[src/common/stc_pkg.sv]
// Purpose: Shared constants and check functions for the checked serial link
// Assumes: MSB-first bytes, 8-bit command, 1 to 4 payload bytes
// Notes:   Used by both link ends

package stc_pkg;

   // ==========================================================
   // Timing
   localparam int MCLK_PERIOD_NS = 100;
   localparam int SCLK_PERIOD_NS = 800;
   localparam int SCLK_HALF      = SCLK_PERIOD_NS / MCLK_PERIOD_NS / 2;

   // ==========================================================
   // Checking modes
   localparam logic [1:0] MODE_OFF  = 2'h0;
   localparam logic [1:0] MODE_XOR  = 2'h1;
   localparam logic [1:0] MODE_POLY = 2'h2;

   // ==========================================================
   // Frame layout
   localparam logic [7:0] POLY_LOW         = 8'h07; // x^8 term implied
   localparam logic [7:0] CONT_CMD         = 8'h44;
   localparam int         CMD_RD_BIT       = 6;
   localparam logic [5:0] ADDR_STATUS      = 6'h00;
   localparam logic [5:0] ADDR_DATA        = 6'h04;
   localparam logic [5:0] ADDR_WIDE        = 6'h10;
   localparam int         STAT_CRC_ERR_BIT = 6;

   // ==========================================================
   // One message bit into the polynomial remainder
   function automatic logic [7:0] stc_crc_bit(input logic [7:0] crc, input logic b);
      logic fb;
      fb = crc[7] ^ b;
      return {crc[6:0], 1'b0} ^ (fb ? POLY_LOW : 8'h00);
   endfunction : stc_crc_bit

   // One message bit into the bytewise XOR
   function automatic logic [7:0] stc_xor_bit(input logic [7:0] x, input logic b);
      return {x[6:0], x[7] ^ b};
   endfunction : stc_xor_bit

   // One whole byte into the remainder
   function automatic logic [7:0] stc_crc_byte(input logic [7:0] crc, input logic [7:0] d);
      logic [7:0] c;
      c = crc;
      for (int i = 7; i >= 0; i--)
         c = stc_crc_bit(c, d[i]);
      return c;
   endfunction : stc_crc_byte

   // Payload bytes of a register
   function automatic logic [2:0] stc_pay_len(input logic [5:0] addr, input logic rd);
      if (addr == ADDR_STATUS)
         return 3'h1;
      else if (addr == ADDR_DATA)
         return rd ? 3'h4 : 3'h3;
      else if (addr < ADDR_WIDE)
         return 3'h2;
      else
         return 3'h3;
   endfunction : stc_pay_len

   // Check byte over command then low len bytes of data
   function automatic logic [7:0] stc_chk(input logic [1:0] mode, input logic [7:0] cmd,
                                          input logic [31:0] data, input logic [2:0] len);
      logic [7:0] c;
      logic [7:0] x;
      c = stc_crc_byte(8'h00, cmd);
      x = cmd;
      for (int i = 3; i >= 0; i--)
      begin
         if (i < int'(len))
         begin
            c = stc_crc_byte(c, data[8*i +: 8]);
            x = x ^ data[8*i +: 8];
         end
      end
      return (mode == MODE_XOR) ? x : c;
   endfunction : stc_chk

endpackage : stc_pkg

[src/common/stc_link_if.sv]
// Purpose: Four-wire serial link between host and device
// Assumes: Clock idles high, data changes on falling, sampled on rising
// Notes:   All wires driven by one end only

`timescale 1ns/100ps

interface stc_link_if;
   logic cs_n;
   logic sclk;
   logic din;
   logic dout;

   modport dev  (input cs_n, input sclk, input din, output dout);
   modport host (output cs_n, output sclk, output din, input dout);
endinterface : stc_link_if

[src/hw/stc_dev.sv]
// Purpose: Device end of the checked serial register link
// Assumes: Link pins asynchronous to mclk, sclk well below mclk/6
// Notes:   Register side reads reg_rdata in the same cycle as reg_addr and reg_rd
//
// Operation
// - Write check always uses polynomial 0x107
// - Bad write check sets failure flag
// - Read check by polynomial or XOR per mode
// - Mode off: no check byte either way
// - Check byte follows last data byte
// - Write check covers command and payload
// - Read check covers command and payload
// - Continuous read implies command 0x44
// - Remainder of message shifted eight zeros
// - XOR check xors all message bytes
// - Host should read back written registers
// - Status read clears failure flag

`timescale 1ns/100ps

module stc_dev
(
   // Clock and reset
   input  wire logic        mclk,
   input  wire logic        rstn,
   // Serial link
   stc_link_if.dev          lnk,
   // Mode control
   input  wire logic [1:0]  chk_mode,
   input  wire logic        cont_rd,
   // Register side
   output logic      [5:0]  reg_addr,
   output logic      [23:0] reg_wdata,
   output logic             reg_wr,
   output logic             reg_rd,
   input  wire logic [31:0] reg_rdata,
   // Status
   output logic             crc_err
);

   // ==========================================================
   // Declarations
   logic [2:0]  cs_sy_ff;
   logic [2:0]  sck_sy_ff;
   logic [1:0]  din_sy_ff;
   logic        cs_act;
   logic        cs_fall;
   logic        sck_rise;
   logic        sck_fall;
   logic        din_s;
   logic        rise_in;
   logic [5:0]  cnt_ff;
   logic        cont_ff;
   logic [7:0]  cmd_ff;
   logic [23:0] rx_ff;
   logic [7:0]  crc_ff;
   logic [5:0]  reg_addr_ff;
   logic [23:0] reg_wdata_ff;
   logic        reg_wr_ff;
   logic        ld_pend_ff;
   logic        err_ff;
   logic [39:0] tx_ff;
   logic        dout_ff;
   logic        is_rd;
   logic        chk_on;
   logic [2:0]  wr_len;
   logic [5:0]  pay_end;
   logic        cmd_done;
   logic        pay_done;
   logic        chk_done;
   logic        chk_bad;
   logic [7:0]  rx_byte;
   logic [23:0] wdata_now;
   logic [23:0] wmask;
   logic [2:0]  rd_len;
   logic [7:0]  stat_byte;
   logic [31:0] rd_val;
   logic [7:0]  rd_chk;
   logic [5:0]  rd_sh;
   logic [39:0] tx_load;

   // ==========================================================
   // Pin synchronisers
   always_ff @(posedge mclk or negedge rstn)
   begin
      if (!rstn)
      begin
         cs_sy_ff  <= 3'h7;
         sck_sy_ff <= 3'h7;
         din_sy_ff <= 2'h0;
      end
      else
      begin
         cs_sy_ff  <= {cs_sy_ff[1:0], lnk.cs_n};
         sck_sy_ff <= {sck_sy_ff[1:0], lnk.sclk};
         din_sy_ff <= {din_sy_ff[0], lnk.din};
      end
   end

   // Edges seen on second and third stages only
   assign cs_act   = !cs_sy_ff[1];
   assign cs_fall  = cs_sy_ff[2] && !cs_sy_ff[1];
   assign sck_rise = !sck_sy_ff[2] && sck_sy_ff[1];
   assign sck_fall = sck_sy_ff[2] && !sck_sy_ff[1];
   assign din_s    = din_sy_ff[1];
   assign rise_in  = sck_rise && cs_act && !cont_ff;

   // ==========================================================
   // Frame decode
   assign is_rd     = cmd_ff[stc_pkg::CMD_RD_BIT];
   assign chk_on    = (chk_mode != stc_pkg::MODE_OFF);
   assign wr_len    = stc_pkg::stc_pay_len(cmd_ff[5:0], is_rd);
   assign pay_end   = {wr_len, 3'h0} + 6'h08;
   assign rx_byte   = {rx_ff[6:0], din_s};
   assign wdata_now = {rx_ff[22:0], din_s};
   assign wmask     = 24'hFFFFFF >> {3'h3 - wr_len, 3'h0};
   assign cmd_done  = rise_in && (cnt_ff == 6'h07);
   assign pay_done  = rise_in && !is_rd && (cnt_ff == pay_end - 6'h01);
   assign chk_done  = rise_in && !is_rd && chk_on && (cnt_ff == pay_end + 6'h07);
   assign chk_bad   = chk_done && (rx_byte != crc_ff);

   // Bit counter, cleared outside a frame
   always_ff @(posedge mclk or negedge rstn)
   begin
      if (!rstn)
         cnt_ff <= 6'h00;
      else if (!cs_act)
         cnt_ff <= 6'h00;
      else if (sck_rise && cnt_ff != 6'h3F)
         cnt_ff <= cnt_ff + 6'h01;
   end

   // Command capture, implied command in continuous read
   always_ff @(posedge mclk or negedge rstn)
   begin
      if (!rstn)
      begin
         cont_ff <= 1'b0;
         cmd_ff  <= 8'h00;
      end
      else if (cs_fall)
      begin
         cont_ff <= cont_rd;
         cmd_ff  <= cont_rd ? stc_pkg::CONT_CMD : 8'h00;
      end
      else if (cmd_done)
         cmd_ff <= rx_byte;
   end

   // Input shifter
   always_ff @(posedge mclk or negedge rstn)
   begin
      if (!rstn)
         rx_ff <= 24'h000000;
      else if (sck_rise && cs_act)
         rx_ff <= wdata_now;
   end

   // Running write remainder over command and payload
   always_ff @(posedge mclk or negedge rstn)
   begin
      if (!rstn)
         crc_ff <= 8'h00;
      else if (cs_fall)
         crc_ff <= 8'h00;
      else if (rise_in && cnt_ff < pay_end)
         crc_ff <= stc_pkg::stc_crc_bit(crc_ff, din_s);
   end

   // ==========================================================
   // Register side
   always_ff @(posedge mclk or negedge rstn)
   begin
      if (!rstn)
      begin
         reg_addr_ff <= 6'h00;
         ld_pend_ff  <= 1'b0;
      end
      else
      begin
         ld_pend_ff <= (cmd_done && rx_byte[stc_pkg::CMD_RD_BIT]) || (cs_fall && cont_rd);
         if (cs_fall && cont_rd)
            reg_addr_ff <= stc_pkg::ADDR_DATA;
         else if (cmd_done)
            reg_addr_ff <= rx_byte[5:0];
      end
   end

   // Write data and commit strobe
   always_ff @(posedge mclk or negedge rstn)
   begin
      if (!rstn)
      begin
         reg_wdata_ff <= 24'h000000;
         reg_wr_ff    <= 1'b0;
      end
      else
      begin
         if (pay_done)
            reg_wdata_ff <= wdata_now & wmask;
         reg_wr_ff <= (pay_done && !chk_on) || (chk_done && !chk_bad);
      end
   end

   // Failure flag, a new failure beats the clear
   always_ff @(posedge mclk or negedge rstn)
   begin
      if (!rstn)
         err_ff <= 1'b0;
      else if (chk_bad)
         err_ff <= 1'b1;
      else if (ld_pend_ff && reg_addr_ff == stc_pkg::ADDR_STATUS)
         err_ff <= 1'b0;
   end

   // ==========================================================
   // Read frame build
   always_comb
   begin
      rd_len    = stc_pkg::stc_pay_len(reg_addr_ff, 1'b1);
      stat_byte = 8'h00;
      stat_byte[stc_pkg::STAT_CRC_ERR_BIT] = err_ff;
      rd_val    = (reg_addr_ff == stc_pkg::ADDR_STATUS) ? {24'h000000, stat_byte} : reg_rdata;
      rd_chk    = chk_on ? stc_pkg::stc_chk(chk_mode, cmd_ff, rd_val, rd_len) : 8'h00;
      rd_sh     = {3'h4 - rd_len, 3'h0};
      tx_load   = ({rd_val, 8'h00} << rd_sh) | ({32'h00000000, rd_chk} << rd_sh);
   end

   // Output shifter, one bit per falling edge
   always_ff @(posedge mclk or negedge rstn)
   begin
      if (!rstn)
      begin
         tx_ff   <= 40'h0000000000;
         dout_ff <= 1'b1;
      end
      else if (!cs_act)
      begin
         tx_ff   <= 40'h0000000000;
         dout_ff <= 1'b1;
      end
      else if (ld_pend_ff)
         tx_ff <= tx_load;
      else if (sck_fall)
      begin
         dout_ff <= tx_ff[39];
         tx_ff   <= {tx_ff[38:0], 1'b0};
      end
   end

   // ==========================================================
   // Outputs
   assign lnk.dout  = dout_ff;
   assign reg_addr  = reg_addr_ff;
   assign reg_wdata = reg_wdata_ff;
   assign reg_wr    = reg_wr_ff;
   assign reg_rd    = ld_pend_ff;
   assign crc_err   = err_ff;

endmodule : stc_dev

[src/flat_wrapper.sv]
// flat-port wrapper written by rule: the top's interface ports become plain ports
module stc_dev_flat 
  (mclk, rstn, chk_mode, cont_rd, reg_addr, reg_wdata, reg_wr, reg_rd, reg_rdata, crc_err, lnk_cs_n, lnk_sclk, lnk_din, lnk_dout);
  stc_link_if lnk_i ();
  input  wire logic mclk;
  input  wire logic rstn;
  input  wire logic [1:0] chk_mode;
  input  wire logic cont_rd;
  output logic      [5:0] reg_addr;
  output logic      [23:0] reg_wdata;
  output logic reg_wr;
  output logic reg_rd;
  input  wire logic [31:0] reg_rdata;
  output logic crc_err;
  input wire logic [$bits(lnk_i.cs_n)-1:0] lnk_cs_n;
  input wire logic [$bits(lnk_i.sclk)-1:0] lnk_sclk;
  input wire logic [$bits(lnk_i.din)-1:0] lnk_din;
  output wire logic [$bits(lnk_i.dout)-1:0] lnk_dout;
  assign lnk_i.cs_n = lnk_cs_n;
  assign lnk_i.sclk = lnk_sclk;
  assign lnk_i.din = lnk_din;
  assign lnk_dout = lnk_i.dout;
  stc_dev u_core (.mclk(mclk), .rstn(rstn), .lnk(lnk_i), .chk_mode(chk_mode), .cont_rd(cont_rd), .reg_addr(reg_addr), .reg_wdata(reg_wdata), .reg_wr(reg_wr), .reg_rd(reg_rd), .reg_rdata(reg_rdata), .crc_err(crc_err));
endmodule
[config.mk]
export PLATFORM = sky130hd
export DESIGN_NAME = stc_dev_flat
export DESIGN_NICKNAME = d
export VERILOG_FILES = /design/src/common/stc_pkg.sv /design/src/common/stc_link_if.sv /design/src/hw/stc_dev.sv /design/src/flat_wrapper.sv
export SDC_FILE = /design/constraint.sdc
export NUM_CORES = 1
export LEC_CHECK = 0
export BUFFER_PORTS_ARGS = -buffer_cell sky130_fd_sc_hd__buf_2
export CAP_MARGIN = 20
export CORE_UTILIZATION = 65
export CTS_BUF_LIST = sky130_fd_sc_hd__clkbuf_8
export DETAILED_ROUTE_END_ITERATION = 7
export PLACE_DENSITY = 0.89
export SYNTH_ARGS = -nofsm -noshare
export SYNTH_HDL_FRONTEND = slang
export SYNTH_SLANG_ARGS = --single-unit
[constraint.sdc]
create_clock -name mclk -period 10.26 [get_ports mclk]
set_input_delay 2.052 -clock mclk [delete_from_list [all_inputs] [get_ports mclk]]
set_output_delay 2.052 -clock mclk [all_outputs]
set_load 0.01 [all_outputs]
* After elaboration in Yosys (flattened, before gate mapping)
Cells that the tools add are included. W data, S select, Z words.
Cells by class: reductions and logical operators 38, $lt $le $gt $ge 7, add/subtract/negate cells 6, mux-type cells 76, bitwise operators 86, shifts and indexed selects 3, equality and inequality tests 9
Operators by type and width (number):
- $xor A8 B8 Y8 | 44
- $mux W3 | 46
- $mux W40 | 3
- $mux W8 | 14
- $or A40 B40 Y40 | 1
- $shl A40 B6 Y40 | 1
- $shl A8 B6 Y40 | 1
- $xor A1 B1 Y1 | 39
- $mux W32 | 1
- $and A24 B24 Y24 | 1
- $mux W6 | 4
- $shr A24 B6 Y24 const A | 1
- $eq A6 B3 Y1 const B | 3
- $logic_and A1 B1 Y1 | 18
- $reduce_bool A2 Y1 | 7
- $eq A6 B6 Y1 | 2
- $logic_not A6 Y1 | 2
- $lt A6 B5 Y1 const B | 2
- $ne A8 B8 Y1 | 1
- $logic_not A1 Y1 | 7
- $mux W1 | 7
- $mux W7 | 1
- $add A6 B1 Y6 const B | 1
- $add A6 B3 Y6 const B | 1
- 14 further kinds | 17
Storage, ports and cells: logic and storage cells 240, input bits 40, flip-flop bits (word level) 128, output and inout bits 34

* Logic depth before layout (Yosys ltp)
word-level depth 127, gate-level depth with buffers 18, depth with buffers taken out 17

* Worst setup path after synthesis
Ideal clock, no wire load.
kind input to register, from input reg_rdata[29], to register u_core.tx_ff[17], path slack 4.096 ns, data arrival time 6.027 ns, data required time 10.123 ns, setup time 0.137 ns, path buffers 0, stages on the path 15, cells stage by stage xor3_1 -> xnor3_1 -> nor2_2 -> mux2_4 -> xnor2_2 -> xor2_1 -> mux2i_2 -> xnor3_2 -> or4_1 -> a41oi_2 -> a2111oi_4 -> xor2_1 -> o22ai_2 -> a221oi_1 -> nor3_1
On the way: word-level cells in the longest chain between the ends 51, elaborated cells between the ends (all ways) 71, those cells by class 1 x shift; 24 x mux; 46 x bitwise
Ends and longest elaborated chain:
- start, declared | RTL line flat_wrapper.sv:13 | input wire logic [31:0] reg_rdata;
- $mux W32 * | RTL line stc_dev.sv:223 | rd_val = (reg_addr_ff == stc_pkg::ADDR_STATUS) ? {24'h000000, stat_byte} : reg_rdata;
- $xor A1 B1 Y1 * | RTL line stc_pkg.sv:33 | fb = crc[7] ^ b;
- $mux W3 * | RTL line stc_pkg.sv:34 | return {crc[6:0], 1'b0} ^ (fb ? POLY_LOW : 8'h00);
- $xor A8 B8 Y8 * (6 in series) | RTL line stc_pkg.sv:34
- $mux W8 * | RTL line stc_pkg.sv:72 | if (i < int'(len))
- $xor A1 B1 Y1 or $xor A8 B8 Y8 (tied branches) | RTL line stc_pkg.sv:33, stc_pkg.sv:34
- $mux W3, or another cell as far along | RTL line stc_pkg.sv:34
- $xor A8 B8 Y8, or another cell as far along | RTL line stc_pkg.sv:34
- [30 not listed]
- $xor A8 B8 Y8 | RTL line stc_pkg.sv:34
- $mux W8 * | RTL line stc_pkg.sv:72
- $mux W8 * | RTL line stc_pkg.sv:78 | return (mode == MODE_XOR) ? x : c;
- $mux W8 * | RTL line stc_dev.sv:224 | rd_chk = chk_on ? stc_pkg::stc_chk(chk_mode, cmd_ff, rd_val, rd_len) : 8'h00;
- $shl A8 B6 Y40 * | RTL line stc_dev.sv:226 | tx_load = ({rd_val, 8'h00} << rd_sh) | ({32'h00000000, rd_chk} << rd_sh);
- $or A40 B40 Y40 * | RTL line stc_dev.sv:226
- $mux W40 * | RTL line stc_dev.sv:242 | else if (ld_pend_ff)
- $mux W40 * | RTL line stc_dev.sv:237 | else if (!cs_act)
- end signal, assigned | RTL line stc_dev.sv:243 | tx_ff <= tx_load;
- end signal, assigned | RTL line stc_dev.sv:247 | tx_ff <= {tx_ff[38:0], 1'b0};
- end, declared | RTL line stc_dev.sv:62 | logic [39:0] tx_ff;
Mark *: on every way between the ends. The rest lies on a longest branch, timed or not. A chain may end at the register's enable or synchronous reset.

* Worst setup path in the final report
from input reg_rdata[30], to register u_core.tx_ff[17]
On the way: word-level cells in the longest chain between the ends 54, elaborated cells between the ends (all ways) 74, those cells by class 1 x shift; 25 x mux; 48 x bitwise
Ends and longest elaborated chain (RTL line):
- $mux W32 * | stc_dev.sv:223
- $xor A1 B1 Y1 * | stc_pkg.sv:33
- $mux W3 * | stc_pkg.sv:34
- $xor A8 B8 Y8 * (6 in series) | stc_pkg.sv:34
- $xor A1 B1 Y1 | stc_pkg.sv:33
- $mux W3 | stc_pkg.sv:34
- $xor A8 B8 Y8 * | stc_pkg.sv:34
- $mux W8 * | stc_pkg.sv:72
- [33 not listed]
- $xor A8 B8 Y8 | stc_pkg.sv:34
- $mux W8 * | stc_pkg.sv:72
- $mux W8 * | stc_pkg.sv:78
- $mux W8 * | stc_dev.sv:224
- $shl A8 B6 Y40 * | stc_dev.sv:226
- $or A40 B40 Y40 * | stc_dev.sv:226
- $mux W40 * | stc_dev.sv:242
- $mux W40 * | stc_dev.sv:237
Marked as above.

==> results.md <==
* Initial antenna violation count at 0
* HP Start: u_core.sck_sy_ff[0]
* Post_cts resized at 0
* Hold_buf cts at 0
* Avg Inst Size Synth at ~8.8 µm²
* CP top delay family: compound AO/OA/AOI/OAI gates
* DR pass1 iterations at 7
* Mux cell area share after synthesis at under 10%
* Post-Synth Simple-Gate Area at between 15 and 20%
* Max Fclk at 156 MHz
* CTS tree: built
* R2R Path End: u_core.tx_ff[14]
* Worst path max stage delay at 0.51 ns
* Mapped Nets at 1087
* Clock Pin Slew Worst Setup and Hold Paths at 0.08 ns
* Synth Flop Type: dfrtp_1
* Worst-margin pin slew at 0.973 ns
* Crit path arrival time at 6.72 ns
* Die area at ~0.014 mm²
* Critical path depth at 16
* RSZ-0062 raised after global routing: no
* DR vias/cell at roughly 6.5
* Routed WL at approximately 25000 µm
* CP startpoint: reg_rdata[30]
* Largest family of logic cells by synthesized area: compound AO/OA/AOI/OAI gates
* Worst skew pair latency at 0.46 ns
* Die width at 120 µm
* Nets at 1124
* Post-Route Skew at 0.0110 ns
* Final setup viols at 0
* Core ar. at 0.0135 mm²
* Pleak at 4.57 nW
* Congestion Overflow GR at 0
* R2R Path Start: u_core.cmd_ff[6]
* Post-Synth Adder-Cell Area at 1.92%
* Top-Level Pins at 74
* Area grow syn2layout at 8.81%
* Complex-gate fraction of the synthesized area at 17.8%
* Initial drt markers at 1049
* Synth Instances at 1033
* Largest net degree at the start of global routing at 66
* Yosys cell types at 79
* GPL Wtd Cong at 0.991
* Clock root buffer: clkbuf_8
* XOR/XNOR Fraction of Synth Area at between 15 and 20%
* Final hold slack at 0.358 ns
* Layout cells sized above 1 at between 15 and 20%
* FP Rows at between 40 and 50
* Worst-path fanout max at 6
* Critical path class: in -> reg
* Post-detail-place hpwl at 18100 µm
* Routed via count at 8196
* Slew Limit Fails at 0
* Async set-reset flop share out of synthesis at 100%
* Crit path top cell by count: xnor3_1
* Hold path cells at 0
* Seq/Total Area, Yosys at a little over a third
* Tmin final at approximately 6.4 ns
* TritonCTS Sinks at between 100 and 150
* EDFF count, synth at 0
* Critical Path End Type: flip-flop
* DRC violations left at 0
* Worst hold-check path type: reg -> reg
* Mapped Area at 0.00911 mm²
* Final period utilization at between 60% and 70%
* Die Ht at around 120 µm
* Run status: finished clean
* Buf/Inv on CP at 1
* R2R cell count at 15
* Required @ worst endpoint at 10.58 ns
* Max cap viols at 0
* Clock Path Buffers at 2
* First-pass GRT wire length at just over 40000 µm
* Normalized max-slew margin at a little over a third
* CP Launch Type: input pin
* Detail Route Antenna Nets at 0
* Starting Density at 67.7%
* Slowest-stage cell, CP: mux2i_1
* R2R setup slack at approximately 4.6 ns
* Buffers on Ports at 73
* H-tree Lvls at 4
* Hold EP: u_core.sck_sy_ff[1]
* Final Hold Viols at 0
* Filler instances at 1020
* Ys Warns at 0
* Pwr/cell area at 237 mW/mm²
* Number of global-route vias before repair at 7858
* Routed len/inst at 20.2 µm
* #FFs+latches synth at 128
* Setup Total Neg Slack at 0 ns
* GR Util All Layers at 36.9%
* Num CTS Buffers at 17
* Postcts setup bufs at 0
* Antenna diode count at 0
* Critical path cell sequence: buf_2 -> xnor3_1 -> a2111oi_0 -> a221o_1 -> o21ai_1 -> o21ai_2 -> xnor3_1 -> mux2i_1 -> and2_1 -> or3b_2 -> a41oi_2 -> a2111oi_4 -> xor2_1 -> o22ai_2 -> a221oi_1 -> nor3_1
* Max IR drop VDD at between 150 and 200 µV
placed cells by master, fill, tap and decap left out, drive strengths merged, types with 14 or more instances in the layout:
cell / instances
buf: 85
nand2: 153
a21oi: 69
mux2: 25
nor3: 31
xnor2: 79
inv: 23
nor2: 87
clkbuf: 19
ha: 14
xor2: 42
mux2i: 34
o21ai: 85
nand3: 23
xnor3: 18
dfrtp: 121
a211oi: 16
cell usage after synthesis, types with 11 or more instances:
master	number	area share, %
xnor2_1	78	7.5
nor3_1	30	1.6
mux2i_1	33	3.6
a22oi_1	11	0.91
o21ai_0	83	4.6
nand2_1	153	6.3
a211oi_1	14	1.2
a21oi_1	68	3.7
clkbuf_1	49	2.0
nor2_1	86	3.5
ha_1	14	1.9
mux2_2	24	3.0
inv_1	17	0.70
xnor3_1	15	3.7
xor2_1	41	3.9
dfrtp_1	121	33
nand3_1	22	1.2
cells by family (layout without fill, tap and decap cells):
logic type,Yosys count,after routing
DFF,128,128
AOI/OAI and AO/OA,252,252
xor gates and xnor gates,142,142
and+or+nand+nor,353,353
adders and majority gates,14,14
buffers and inverters,85,135
muxes,59,59
layer usage:
metal	vias up	global-route usage [%]	wire length (µm)
met3	98	9.15	2480
met4	0	18.1	1140
li1	3698	-	-
met2	496	55.9	11600
met1	3904	49.7	10300
met5	-	0	0
where the power goes:
group / leakage (nW) / internal, mW / switching (mW)
sequential: 1.72 / 0.537 / 0.0376
clock: 0.192 / 0.201 / 0.218
combinational: 2.66 / 0.569 / 0.786
total: 4.57 / 1.31 / 1.04
worst max-delay path by stage:
| stage | end | slack, ns |
|---|---|---|
| 2_1_floorplan | u_core.tx_ff[17] | 4.10 |
| 3_3_place_gp | u_core.tx_ff[17] | 3.59 |
| 3_5_place_dp | u_core.tx_ff[17] | 3.49 |
| 4_1_cts | u_core.tx_ff[26] | 3.93 |
| 5_1_grt | u_core.tx_ff[26] | 3.59 |
| 6_report | u_core.tx_ff[17] | 3.86 |
layout make-up:
cell class | instances | area (µm²) | area share [%]
Clock buffer | 18 | 248 | 2.50
Tap cell | 176 | 220 | 2.22
Clock inverter | 14 | 133 | 1.34
Timing Repair Buffer | 86 | 472 | 4.76
Inverter | 17 | 63.8 | 0.643
Multi-Input combinational cell | 820 | 5570 | 56.2
Sequential cell | 128 | 3210 | 32.4
sequential cells by signal, summed over array words and instances, names as in the netlist:
register          flops
u_core.cmd_ff         8
u_core.cnt_ff         6
u_core.cont_ff        1
u_core.crc_err        1
u_core.crc_ff         8
u_core.cs_sy_ff       3
u_core.din_sy_ff      2
u_core.lnk.dout       1
u_core.reg_addr       6
u_core.reg_rd         1
u_core.reg_wdata     24
u_core.reg_wr         1
u_core.rx_ff         23
u_core.sck_sy_ff      3
u_core.tx_ff         40
metrics by stage:
step                      utilization [%]  cell area (µm²)  setup WS [ns]  total power, mW  std cells
after floorplan                         -             9110           4.10             1.58       1033
after global placement               70.6             9500           3.59             1.86       1223
after detailed placement             70.7             9510           3.49             1.88       1224
after CTS                            73.5             9890           3.93             2.31       1256
after global routing                 73.7             9920           3.59             2.45       1259
final                                73.7             9920           3.86             2.35       1259
No activity file was read; power rests on OpenSTA's default activity.
